===== src/verilog/wave_timer_pkg.sv =====
/*
 Package for the 8-bit waveform timer: register offsets, field layouts,
 mode and action encodings, reset values.
 Assumes an AHB-Lite slave with 32-bit data and word-aligned registers.
*/
package wave_timer_pkg;
    // ----------------------------------------
    // Register byte offsets
    // ----------------------------------------
    localparam logic [7:0] OFF_CONTROL = 8'h00; // Mode, action, force
    localparam logic [7:0] OFF_COUNT = 8'h04; // Counter value
    localparam logic [7:0] OFF_COMPARE = 8'h08; // Compare value
    localparam logic [7:0] OFF_FLAGS = 8'h0c; // Wrap and match flags
    localparam logic [7:0] OFF_PIN = 8'h10; // Port value, direction, tick
    // ----------------------------------------
    // Field positions
    // ----------------------------------------
    localparam int CTL_WAVE_LO = 0; // Waveform select, 2 bits
    localparam int CTL_SEL_LO = 2; // Output action select, 2 bits
    localparam int CTL_FORCE = 4; // Force strobe, reads zero
    localparam int CTL_OUTBIT = 5; // Read-only compare output bit
    localparam int FLG_WRAP = 0; // Wrap flag
    localparam int FLG_MATCH = 1; // Match flag
    localparam int PIN_PORT = 0; // Normal port output value
    localparam int PIN_DIR = 1; // Pin direction, one is output
    localparam int PIN_TICK = 2; // Timer clock enable, one runs
    // ----------------------------------------
    // Values
    // ----------------------------------------
    localparam logic [7:0] COUNT_MAX = 8'hff; // Top of the 8-bit range
    localparam logic [7:0] COUNT_BOTTOM = 8'h00; // Bottom of the range
    localparam logic [1:0] SEL_NONE = 2'h0; // Leave output alone
    localparam logic [1:0] SEL_TOGGLE = 2'h1; // Toggle on match
    localparam logic [1:0] SEL_CLEAR = 2'h2; // Clear on match
    localparam logic [1:0] SEL_SET = 2'h3; // Set on match
    localparam logic [31:0] BUS_ZERO = 32'h0000_0000; // Read of unmapped word
    localparam logic [1:0] HTRANS_NONSEQ = 2'h2; // AHB transfer type
    typedef enum logic [1:0] {
        WAVE_NORMAL,
        WAVE_PHASE,
        WAVE_CLEAR_MATCH,
        WAVE_FAST_PWM
    } wave_mode_t;
    // Latched address phase
    typedef struct packed {
        logic valid;
        logic write;
        logic [7:0] addr;
    } bus_req_t;
endpackage


===== src/verilog/wave_timer.sv =====
/*
 Waveform side of an 8-bit timer/counter with a compare output unit,
 reached over AHB-Lite. Assumes one master, single word transfers, and a
 timer clock enable bit held in a register in place of a prescaler.
*/
// Register access over AHB-Lite and the register offsets were decided locally.
module wave_timer
    import wave_timer_pkg::*;
(
    input wire logic core_clk, // System clock, 125 MHz
    input wire logic nrst, // Synchronous reset, active low
    input wire logic hsel, // Slave select
    input wire logic [31:0] haddr, // Byte address
    input wire logic [1:0] htrans, // Transfer type
    input wire logic hwrite, // Write when high
    input wire logic [2:0] hsize, // Transfer size, word only
    input wire logic hready, // Bus ready
    input wire logic [31:0] hwdata, // Write data
    output logic [31:0] hrdata, // Read data
    output logic hreadyout, // Slave ready
    output logic hresp, // Always OKAY
    output logic pinOut, // Waveform pin level
    output logic pinOe // Waveform pin drive enable
);
    // ----------------------------------------
    // State
    // ----------------------------------------
    bus_req_t req_r; // Address phase held for data phase
    wave_mode_t waveSel_r; // Waveform select
    logic [1:0] outSel_r; // Compare output select
    logic [7:0] countValue_r; // Counter
    logic [7:0] compareValue_r; // Active compare value
    logic [7:0] compareBuf_r; // Buffer for PWM modes
    logic outBit_r; // Internal compare output bit
    logic wrapFlag_r; // Overflow flag
    logic matchFlag_r; // Compare match flag
    logic portValue_r; // Normal port output value
    logic pinDir_r; // Pin direction
    logic tickEn_r; // Timer clock enable
    logic blockMatch_r; // Count write blocks next tick's match
    logic matchPend_r; // Match seen, flag follows next tick
    logic [31:0] hrdata_r; // Read data register
    // ----------------------------------------
    // Decode
    // ----------------------------------------
    logic wrNow; // Data phase of a write
    logic wrCtl, wrCnt, wrCmp, wrFlg, wrPin; // Per-register write
    logic isPwm; // Buffered compare modes
    logic atMatch; // Comparator equality, not blocked
    logic forceHit; // Force strobe in non-PWM mode
    logic [1:0] actSel; // Written select for a force, so one write presets the bit
    logic [1:0] modeBits; // Written mode field
    always_comb
    begin
        wrNow = req_r.valid && req_r.write;
        wrCtl = wrNow && (req_r.addr == OFF_CONTROL);
        wrCnt = wrNow && (req_r.addr == OFF_COUNT);
        wrCmp = wrNow && (req_r.addr == OFF_COMPARE);
        wrFlg = wrNow && (req_r.addr == OFF_FLAGS);
        wrPin = wrNow && (req_r.addr == OFF_PIN);
        isPwm = (waveSel_r == WAVE_FAST_PWM) || (waveSel_r == WAVE_PHASE);
        atMatch = tickEn_r && !blockMatch_r && (countValue_r == compareValue_r);
        modeBits = hwdata[CTL_WAVE_LO +: 2];
        forceHit = wrCtl && hwdata[CTL_FORCE]
            && (modeBits != WAVE_FAST_PWM) && (modeBits != WAVE_PHASE);
        actSel = forceHit ? hwdata[CTL_SEL_LO +: 2] : outSel_r;
    end
    // ----------------------------------------
    // Bus slave
    // ----------------------------------------
    // Zero wait states: every data phase completes in one cycle
    always_ff @(posedge core_clk)
    begin
        if (!nrst)
        begin
            req_r <= '0;
        end
        else if (hready)
        begin
            req_r.valid <= hsel && (htrans == HTRANS_NONSEQ) && (hsize == 3'h2);
            req_r.write <= hwrite;
            req_r.addr <= haddr[7:0];
        end
    end
    // Read data captured at the address phase, so it stands in the data phase
    always_ff @(posedge core_clk)
    begin
        if (!nrst)
        begin
            hrdata_r <= BUS_ZERO;
        end
        else if (hready && hsel && (htrans == HTRANS_NONSEQ) && !hwrite)
        begin
            hrdata_r <= BUS_ZERO;
            if (haddr[7:0] == OFF_CONTROL)
            begin
                hrdata_r[CTL_WAVE_LO +: 2] <= waveSel_r;
                hrdata_r[CTL_SEL_LO +: 2] <= outSel_r;
                hrdata_r[CTL_OUTBIT] <= outBit_r; // Force reads zero
            end
            else if (haddr[7:0] == OFF_COUNT)
            begin
                hrdata_r[7:0] <= countValue_r;
            end
            else if (haddr[7:0] == OFF_COMPARE)
            begin
                // Software sees the value it wrote, buffered or not
                hrdata_r[7:0] <= isPwm ? compareBuf_r : compareValue_r;
            end
            else if (haddr[7:0] == OFF_FLAGS)
            begin
                hrdata_r[FLG_WRAP] <= wrapFlag_r;
                hrdata_r[FLG_MATCH] <= matchFlag_r;
            end
            else if (haddr[7:0] == OFF_PIN)
            begin
                hrdata_r[PIN_PORT] <= portValue_r;
                hrdata_r[PIN_DIR] <= pinDir_r;
                hrdata_r[PIN_TICK] <= tickEn_r;
            end
        end
    end
    // Answer is constant: always ready, always OKAY
    always_ff @(posedge core_clk)
    begin
        if (!nrst)
        begin
            hreadyout <= 1'b1;
            hresp <= 1'b0;
        end
        else
        begin
            hreadyout <= 1'b1;
            hresp <= 1'b0;
        end
    end
    assign hrdata = hrdata_r;
    // ----------------------------------------
    // Control registers
    // ----------------------------------------
    // Select change takes effect at once, no buffering
    always_ff @(posedge core_clk)
    begin
        if (!nrst)
        begin
            waveSel_r <= WAVE_NORMAL;
            outSel_r <= SEL_NONE;
            portValue_r <= 1'b0;
            pinDir_r <= 1'b0;
            tickEn_r <= 1'b0;
        end
        else
        begin
            if (wrCtl)
            begin
                waveSel_r <= wave_mode_t'(modeBits);
                outSel_r <= hwdata[CTL_SEL_LO +: 2];
            end
            if (wrPin)
            begin
                portValue_r <= hwdata[PIN_PORT];
                pinDir_r <= hwdata[PIN_DIR];
                tickEn_r <= hwdata[PIN_TICK];
            end
        end
    end
    // ----------------------------------------
    // Compare value and buffer
    // ----------------------------------------
    // PWM writes land in the buffer, copied to the comparator at top
    always_ff @(posedge core_clk)
    begin
        if (!nrst)
        begin
            compareValue_r <= COUNT_BOTTOM;
            compareBuf_r <= COUNT_BOTTOM;
        end
        else
        begin
            if (wrCmp)
            begin
                compareBuf_r <= hwdata[7:0];
            end
            if (wrCmp && !isPwm)
            begin
                compareValue_r <= hwdata[7:0];
            end
            else if (isPwm && tickEn_r && countValue_r == COUNT_MAX)
            begin
                compareValue_r <= compareBuf_r;
            end
        end
    end
    // ----------------------------------------
    // Counter
    // ----------------------------------------
    // CPU write wins over counting; the written value blocks one match
    always_ff @(posedge core_clk)
    begin
        if (!nrst)
        begin
            countValue_r <= COUNT_BOTTOM;
            blockMatch_r <= 1'b0;
        end
        else
        begin
            if (wrCnt)
            begin
                countValue_r <= hwdata[7:0];
            end
            else if (tickEn_r)
            begin
                if (waveSel_r == WAVE_CLEAR_MATCH && atMatch)
                begin
                    countValue_r <= COUNT_BOTTOM;
                end
                else
                begin
                    // Normal, fast PWM and missed compare all wrap at max
                    countValue_r <= countValue_r + 8'h01;
                end
            end
            if (wrCnt)
            begin
                blockMatch_r <= 1'b1;
            end
            else if (tickEn_r)
            begin
                blockMatch_r <= 1'b0;
            end
        end
    end
    // ----------------------------------------
    // Flags
    // ----------------------------------------
    // Hardware set wins over a software clear in the same cycle
    always_ff @(posedge core_clk)
    begin
        if (!nrst)
        begin
            wrapFlag_r <= 1'b0;
            matchFlag_r <= 1'b0;
            matchPend_r <= 1'b0;
        end
        else
        begin
            if (tickEn_r && countValue_r == COUNT_MAX && !wrCnt)
            begin
                wrapFlag_r <= 1'b1;
            end
            else if (wrFlg && hwdata[FLG_WRAP])
            begin
                wrapFlag_r <= 1'b0;
            end
            // Equality seen now sets the flag on the next tick
            if (atMatch)
            begin
                matchPend_r <= 1'b1;
            end
            else if (tickEn_r)
            begin
                matchPend_r <= 1'b0;
            end
            if (tickEn_r && matchPend_r)
            begin
                matchFlag_r <= 1'b1;
            end
            else if (wrFlg && hwdata[FLG_MATCH])
            begin
                matchFlag_r <= 1'b0;
            end
        end
    end
    // ----------------------------------------
    // Compare output bit
    // ----------------------------------------
    // Kept across mode changes; force never touches flags or counter
    always_ff @(posedge core_clk)
    begin
        if (!nrst)
        begin
            outBit_r <= 1'b0;
        end
        else if (waveSel_r == WAVE_FAST_PWM && !forceHit)
        begin
            if (atMatch && outSel_r == SEL_CLEAR)
            begin
                outBit_r <= 1'b0;
            end
            else if (atMatch && outSel_r == SEL_SET)
            begin
                outBit_r <= 1'b1;
            end
            else if (atMatch && outSel_r == SEL_TOGGLE)
            begin
                outBit_r <= !outBit_r;
            end
            else if (tickEn_r && countValue_r == COUNT_MAX && outSel_r[1])
            begin
                // Restart at bottom restores the idle polarity
                outBit_r <= (outSel_r == SEL_CLEAR);
            end
        end
        else if (forceHit || (atMatch && !isPwm))
        begin
            if (actSel == SEL_TOGGLE)
            begin
                outBit_r <= !outBit_r;
            end
            else if (actSel == SEL_CLEAR)
            begin
                outBit_r <= 1'b0;
            end
            else if (actSel == SEL_SET)
            begin
                outBit_r <= 1'b1;
            end
            else
            begin
                outBit_r <= outBit_r;
            end
        end
    end
    // ----------------------------------------
    // Pin driver
    // ----------------------------------------
    // Override depends only on the select field, direction still rules
    always_ff @(posedge core_clk)
    begin
        if (!nrst)
        begin
            pinOut <= 1'b0;
            pinOe <= 1'b0;
        end
        else
        begin
            pinOut <= (outSel_r != SEL_NONE) ? outBit_r : portValue_r;
            pinOe <= pinDir_r;
        end
    end
    // ----------------------------------------
    // Assertions
    // ----------------------------------------
    a_pin_override: assert property (@(posedge core_clk) disable iff (!nrst)
        (outSel_r != SEL_NONE) |=> (pinOut == $past(outBit_r)))
        else $error("pin does not follow output bit");
    a_pin_direction: assert property (@(posedge core_clk) disable iff (!nrst)
        1'b1 |=> (pinOe == $past(pinDir_r)))
        else $error("pin enable not from direction");
    a_normal_wrap: assert property (@(posedge core_clk) disable iff (!nrst)
        (waveSel_r == WAVE_NORMAL && tickEn_r && !wrCnt && countValue_r == COUNT_MAX)
        |=> (countValue_r == COUNT_BOTTOM && wrapFlag_r))
        else $error("normal mode wrap wrong");
    a_ctc_clear: assert property (@(posedge core_clk) disable iff (!nrst)
        (waveSel_r == WAVE_CLEAR_MATCH && atMatch && !wrCnt) |=> (countValue_r == COUNT_BOTTOM))
        else $error("clear on match failed");
    a_match_flag: assert property (@(posedge core_clk) disable iff (!nrst)
        (atMatch && !wrFlg) ##1 (tickEn_r && !wrFlg) |=> matchFlag_r)
        else $error("match flag not set");
    a_zero_hold: assert property (@(posedge core_clk) disable iff (!nrst)
        (outSel_r == SEL_NONE && waveSel_r != WAVE_FAST_PWM && !forceHit) |=> $stable(outBit_r))
        else $error("output bit moved with select zero");
    a_force_toggle: assert property (@(posedge core_clk) disable iff (!nrst)
        (forceHit && actSel == SEL_TOGGLE) |=> (outBit_r != $past(outBit_r)))
        else $error("force did not toggle");
    a_force_quiet: assert property (@(posedge core_clk) disable iff (!nrst)
        (forceHit && !atMatch && !matchPend_r && !matchFlag_r) |=> !matchFlag_r)
        else $error("force set the match flag");
    a_pwm_load: assert property (@(posedge core_clk) disable iff (!nrst)
        (isPwm && tickEn_r && countValue_r == COUNT_MAX) |=> (compareValue_r == $past(compareBuf_r)))
        else $error("buffer not loaded at top");
endmodule // wave_timer


===== config.mk =====
export PLATFORM = sky130hd
export DESIGN_NAME = wave_timer
export DESIGN_NICKNAME = d
export VERILOG_FILES = /design/src/verilog/wave_timer_pkg.sv /design/src/verilog/wave_timer.sv
export SDC_FILE = /design/constraint.sdc
export NUM_CORES = 1
export LEC_CHECK = 0
export BUFFER_PORTS_ARGS = -buffer_cell sky130_fd_sc_hd__buf_2
export CAP_MARGIN = 20
export CORE_UTILIZATION = 27
export DETAILED_ROUTE_END_ITERATION = 16
export PLACE_DENSITY = 0.56
export SYNTH_ARGS = -nofsm -noshare
export SYNTH_HDL_FRONTEND = slang
export SYNTH_SLANG_ARGS = --single-unit

===== constraint.sdc =====
create_clock -name core_clk -period 4.9 [get_ports core_clk]
set_input_delay 0.49 -clock core_clk [delete_from_list [all_inputs] [get_ports core_clk]]
set_output_delay 0.49 -clock core_clk [all_outputs]
set_load 0.02 [all_outputs]

==> results of run 1 <==
[per-stage QoR]
step	std cells	util, %	setup WS, ps
floorplan	397	-	2850
global placement	527	28.9	2450
detailed placement	527	28.9	2450
CTS	535	30.4	2430
global route	535	30.4	2290
finish	535	30.4	2480
[Yosys cell counts (3+ instances only)]
| master | number | area [um^2] |
|---|---|---|
| nand3b_1 | 3 | 22.5 |
| nor3b_1 | 7 | 52.6 |
| a21oi_1 | 33 | 165 |
| nor3_1 | 4 | 20.0 |
| xnor2_1 | 4 | 35.0 |
| or4_1 | 3 | 22.5 |
| nor2b_1 | 4 | 25.0 |
| xor2_1 | 10 | 87.6 |
| nand2_1 | 33 | 124 |
| dfxtp_1 | 56 | 1120 |
| and3b_1 | 3 | 26.3 |
| a211oi_2 | 7 | 87.6 |
| o22ai_1 | 8 | 50.1 |
| buf_4 | 26 | 195 |
| nand3_1 | 9 | 45.0 |
| nand4_1 | 7 | 43.8 |
| mux2i_1 | 32 | 320 |
| o21ai_0 | 9 | 45.0 |
| nand2b_1 | 9 | 56.3 |
| nor2_1 | 41 | 154 |
| o2111ai_1 | 5 | 43.8 |
| clkbuf_1 | 18 | 67.6 |
| inv_1 | 5 | 18.8 |
[layer usage]
metal,wire length [um],vias to the layer above,global-route usage [%]
met1,3730,1232,17.2
met2,3460,64,20.3
met3,276,5,1.92
met4,83,0,3.47
li1,-,1292,-
met5,0,-,0
[worst paths after layout]
check	end	slack, ps	cells after the start
max	compareValue_r[7]$_SDFFE_PN0P_	2480	4
min	req_r[1]$_SDFFE_PN0P_	450	3
max reg2reg	compareValue_r[7]$_SDFFE_PN0P_	2480	4
min reg2reg	hrdata[7]$_SDFFE_PN0P_	450	2
[cell families after synthesis]
kind of cell	after synthesis
AO/OA/AOI/OAI	80
flip-flops	56
multiplexers	33
XOR/XNOR	14
other	2
AND/OR/NAND/NOR	132
adder cells (fa/ha/maj)	1
buffers and inverters	55
[report_power, final]
| part | internal (mW) | total (mW) | leakage, nW | switching, mW |
|---|---|---|---|---|
| clock network | 0.241 | 0.407 | 0.0798 | 0.166 |
| logic | 0.0212 | 0.0749 | 0.819 | 0.0537 |
| registers | 0.459 | 0.464 | 0.453 | 0.00460 |
[state kept, by name, indices dropped and copies added (netlist names)]
name	cells
req_r	10
compareBuf_r	8
compareValue_r	8
countValue_r	8
hrdata	8
outSel_r	2
waveSel_r	2
blockMatch_r	1
matchFlag_r	1
matchPend_r	1
outBit_r	1
pinDir_r	1
pinOe	1
pinOut	1
portValue_r	1
tickEn_r	1
wrapFlag_r	1
[tightest hold or removal path: stages]
cell     delay, ps
buf_2           80
mux2i_1         60
nor2_1          70
[cell type report]
| cell class | instances | area [um^2] | area share, % |
|---|---|---|---|
| clock inverters | 3 | 42.5 | 1.22 |
| flip-flops and latches | 56 | 1120 | 32.2 |
| multi-input cells | 286 | 1810 | 52.0 |
| well taps | 143 | 179 | 5.13 |
| repair buffers | 36 | 183 | 5.24 |
| inverters | 6 | 22.5 | 0.646 |
| clock buffers | 5 | 125 | 3.59 |
==> results.yml, run 1 <==
outcome:
  status: "completed"
finish:
  fin_area_um2: 3490
  nFillCells: 1224
  drive_above_1_share_pct: 14.5
  nNetsFinal: 466
  layout_common_cells: "56 x dfxtp_1, 41 x nor2_1, 35 x buf_2"
  antenna_cells: 0
  syn_to_final_growth_pct: 9.60
  final_common_cell: "dfxtp_1"
timing:
  finalSetupTns_ps: 0
  clock_skew_ps: 7.03
  whs_ps: 451
  maxSlewHeadroom_pct: 44.1
  hold_violations: 0
  report.final.slew_viol_count: 0
  min_period_over_period_pct: 49.5
  setup_viol: 0
  tightestPinTransition_ps: 832
  period_minus_slack_ps: 2420
  grt_setup_unrepaired: "false"
  clock.fmax_mhz: 413
worst_setup_path:
  critPathArrivalTime_ps: 2610
  crit_path_top_delay_cell: "nor4_4"
  r2r_start: "req_r[0]$_SDFFE_PN0P_"
  critPathMaxStageDelay_ps: 660
  crit_required_ps: 5090
  critical_path_class: "flip-flop to flip-flop"
  worst-path-buf-inv: 0
  cp_cell_sequence: "or4_4, nor4_4, nand2b_2, o211a_1"
  path_delay_family: "simple AND/OR/NAND/NOR gates"
  startpoint: "req_r[0]$_SDFFE_PN0P_"
  crit_path_end_kind: "flip-flop"
  crit_path_max_fanout: 16
  startpoint_type: "flip-flop"
place:
  place_congestion: 0.802
  portBuffers: 35
  dpl_cell_area_um2: 3320
  dp_hpwl_um: 5440
logic_synthesis:
  yosys.area_share.simple_pct: 22.2
  synth-seq-cells: 56
  synth_edf_count: 0
  yosysWarnings: 0
  syn_area_per_cell_um2: 8.53
  muxShareOfSynthArea_pct: 10.4
  synth_compound_area_share_pct: 17.0
  syn_area_um2: 3180
  yosys.area_share.adder_pct: 0.393
  synth_cells: 373
  async_flop_share_pct: 0
  synth-xor-area-share_pct: 3.86
  ys_types: 53
  seq_area_frac_synth_pct: 35.2
  synth_top_family_by_area: "simple AND/OR/NAND/NOR gates"
  synthFlopType: "dfxtp_1"
power:
  power_density_nw_per_um2: 271
  finalPower_uw: 946
  p_leak_nw: 1.35
  vdd_drop_max_v: 0.000171
clock_tree:
  worstSkewPairLatency_ps: 290
  hold_buffers: 0
  clock-sinks: 56
  clock-root-buffer: "clkbuf_16"
  htree_levels: 2
  cts_tree: "done"
  clk_pin_slew_ps: 70
  cts.path.max_buffers: 2
  post_cts_buffers: 0
  cts-resized-gates: 0
  numCtsBuffers: 5
detailed_routing:
  wire_per_inst_um: 14.1
  vias: 2593
  wl_um: 7560
  vias_per_cell: 4.85
  drtAntennaViolNets: 0
  drtIter0Drc: 173
  drc_errors: 0
  drt-pass1-iter-count: 4
floorplanning:
  die_h_um: 111
  die_x_um: 111
  num_rows: 39
  fp.coreArea_um2: 11500
  ios: 110
  start_util_pct: 27.7
  dieArea_um2: 12200
worst_hold_path:
  hold_path.class: "input port to flip-flop"
  worstHoldStart: "haddr[1]"
global_routing:
  grt_pass1_vias: 2299
  grt_max_degree: 43
  grt_use_total_pct: 12.5
  antenna_found_initial: 0
  grt-ovfl-total: 0
  grt_first_pass_wirelength_um: 12400
flow_run:
  drv_cap: 0
Power figures use the tool's default switching activity.
==> run 2, diff against run 1 <==
--- a/config.mk
+++ b/config.mk
@@ -5,6 +5,7 @@
 export SDC_FILE = /design/constraint.sdc
 export NUM_CORES = 1
 export LEC_CHECK = 0
+export ABC_AREA = 1
 export BUFFER_PORTS_ARGS = -buffer_cell sky130_fd_sc_hd__buf_2
 export CAP_MARGIN = 20
 export CORE_UTILIZATION = 27
==> constraint.sdc (replaced) <==
create_clock -name core_clk -period 2.35 [get_ports core_clk]
set_input_delay 0.235 -clock core_clk [delete_from_list [all_inputs] [get_ports core_clk]]
set_output_delay 0.235 -clock core_clk [all_outputs]
set_load 0.02 [all_outputs]
==> run 2 against run 1 <==
  * Utilization is 0.86 points higher
  * Setup slack worse by 2000 ps
  * Sequential power is 110% higher
  * The run now ends with DRC left
  * Sequential share of layout area is 1.1 points lower
  * Design area is 3.7% higher
  * Power is 100% higher
  * Non-clock buffer count is 4 higher
  * Critical path depth is 4 higher
  * Die area is 2.3% higher
  * Synthesized area is 2.4% higher
  * Combinational power is 110% higher
==> results.yml, run 2 <==
finish:
  nNetsFinal: 575
  antenna_cells: 0
  largest_reg_flops: 10
  nFillCells: 1226
  fin_area_um2: 3610
  final_common_cell: "nand2_1"
  layout_common_cells: "90 x nand2_1, 56 x inv_1, 56 x dfxtp_1"
  syn_to_final_growth_pct: 11.0
  drive_above_1_share_pct: 15.6
  final_util_pct: 31.3
  top_register: "req_r"
worst_setup_path:
  crit_path_max_fanout: 14
  cp_cell_sequence: "ha_1, nand3_1, inv_1, nand3_1, nand2_2, inv_1, nor3_1, nor2_1"
  critPathArrivalTime_ps: 2070
  crit_path_top_delay_cell: "dfxtp_1"
  crit_path_end_kind: "flip-flop"
  ff2ff_path_depth: 8
  crit_cells: 8
  worst-path-buf-inv: 2
  r2r_start: "countValue_r[0]$_SDFFE_PN0P_"
  critPathMaxStageDelay_ps: 450
  crit_required_ps: 2540
  r2r_end: "compareValue_r[5]$_SDFFE_PN0P_"
  startpoint_type: "flip-flop"
  cp-endpoint: "compareValue_r[5]$_SDFFE_PN0P_"
  startpoint: "countValue_r[0]$_SDFFE_PN0P_"
  critical_path_class: "flip-flop to flip-flop"
  reg2reg_slack_ps: 470
  path_delay_family: "simple AND/OR/NAND/NOR gates"
logic_synthesis:
  synth_most_common_cell: "nand2_1"
  syn_area_per_cell_um2: 6.94
  yosys-top-cells-count: "90 x nand2_1, 56 x dfxtp_1, 56 x inv_1"
  async_flop_share_pct: 0
  syn_area_um2: 3260
  synthFlopType: "dfxtp_1"
  synth-seq-cells: 56
  yosysTopAreaCellShare_pct: 34.4
  synth_cells: 469
  seq_area_frac_synth_pct: 34.4
  yosys.area.top_type: "dfxtp_1"
  synth_edf_count: 0
  yosysWarnings: 0
  ys_types: 45
  ys_top_cells_by_area: "dfxtp_1 34%, nand2_1 10%, a21oi_1 7.1%"
timing:
  finalSetupTns_ps: 0
  maxSlewHeadroom_pct: 44.8
  whs_ps: 217
  hold_violations: 0
  setup_viol: 0
  grt_setup_unrepaired: "false"
  min_period_over_period_pct: 79.9
  tightestPinTransition_ps: 827
  clock_skew_ps: 4.17
  report.final.slew_viol_count: 0
  clock.fmax_mhz: 533
  period_minus_slack_ps: 1880
  fin_ws_ps: 472
global_routing:
  grt_use_total_pct: 14.3
  grt_max_degree: 34
  grt-ovfl-total: 0
  antenna_found_initial: 0
  grt_first_pass_wirelength_um: 14200
  grt_pass1_vias: 2769
floorplanning:
  dieArea_um2: 12500
  num_rows: 39
  die_h_um: 112
  fp.coreArea_um2: 11600
  start_util_pct: 28.2
  ios: 110
  die_x_um: 112
clock_tree:
  cts_tree: "done"
  htree_levels: 2
  clock-sinks: 56
  post_cts_buffers: 0
  clk_pin_slew_ps: 70
  cts.path.max_buffers: 2
  cts-resized-gates: 0
  worstSkewPairLatency_ps: 290
  numCtsBuffers: 5
  hold_buffers: 0
  clock-root-buffer: "clkbuf_16"
detailed_routing:
  vias: 3005
  drtIter0Drc: 230
  wl_um: 8520
  drtAntennaViolNets: 0
  drc_errors: 8
  vias_per_cell: 4.67
  wire_per_inst_um: 13.2
  drt-pass1-iter-count: 13
place:
  place_ws_ps: 495
  dpl_cell_area_um2: 3470
  dp_hpwl_um: 6440
  portBuffers: 35
  place_congestion: 0.904
outcome:
  violations: "DRC"
  status: "finished with violations"
power:
  vdd_drop_max_v: 0.000313
  p_leak_nw: 1.61
  power_density_nw_per_um2: 524
worst_hold_path:
  hold_path.class: "input port to flip-flop"
  worstHoldStart: "haddr[7]"
flow_run:
  drv_cap: 0
-- run 2: area by class of cell --
class | instances | area (um^2) | share of cell area [%]
Clock inverter | 2 | 10.0 | 0.277
Tap cell | 143 | 179 | 4.95
Sequential cell | 56 | 1120 | 31.0
Inverter | 65 | 246 | 6.82
Multi-Input combinational cell | 332 | 1710 | 47.2
Clock buffer | 6 | 139 | 3.84
Timing Repair Buffer | 40 | 213 | 5.88
-- run 2: worst register-to-register path: stages, from the launching register on --
cell and delay, ps:
dfxtp_1 450, ha_1 230, nand3_1 120, inv_1 140
nand3_1 210, nand2_2 310, inv_1 90, nor3_1 160
nor2_1 60
-- run 2: how the worst min path moves through the flow --
stage	depth (start not counted)	endpoint	slack, ps
detailed placement	2	pinOe$_SDFF_PN0_	450
finish	3	req_r[7]$_SDFFE_PN0P_	220
global placement	2	pinOe$_SDFF_PN0_	450
CTS	3	req_r[1]$_SDFFE_PN0P_	210
global route	3	req_r[1]$_SDFFE_PN0P_	220
floorplan	2	req_r[8]$_SDFFE_PN0P_	370
-- run 2: cell families after synthesis --
logic type	share of synthesized area, %
flops	34.4
xor+xnor	2.42
buf+inv	15.9
simple gates	28.1
other cells	0.231
fa+ha+maj	0.384
mux	0.307
compound gates	18.2
-- run 2: stage by stage --
| stage | power, mW | cells |
|---|---|---|
| finish | 1.89 | 644 |
| global route | 1.97 | 644 |
| detailed placement | 1.15 | 636 |
| floorplan | 1.13 | 493 |
| global placement | 1.15 | 636 |
| CTS | 1.90 | 644 |
-- run 2: per-layer routing --
layer  vias to the layer above  share of wire, %  wire length [um]  track usage (%)
met3                         7               5.9               499             2.56
met2                       110                44              3710             22.5
li1                       1535                 -                 -                -
met1                      1353                49              4210             20.0
met5                         -                 0                 0                0
met4                         0               1.2                98             3.51
-- run 2: where the power goes --
group | switching, mW | internal, mW | leakage (nW)
sequential | 0.00889 | 0.961 | 0.453
combinational | 0.121 | 0.0374 | 1.08
clock | 0.344 | 0.421 | 0.0766
total | 0.474 | 1.42 | 1.61
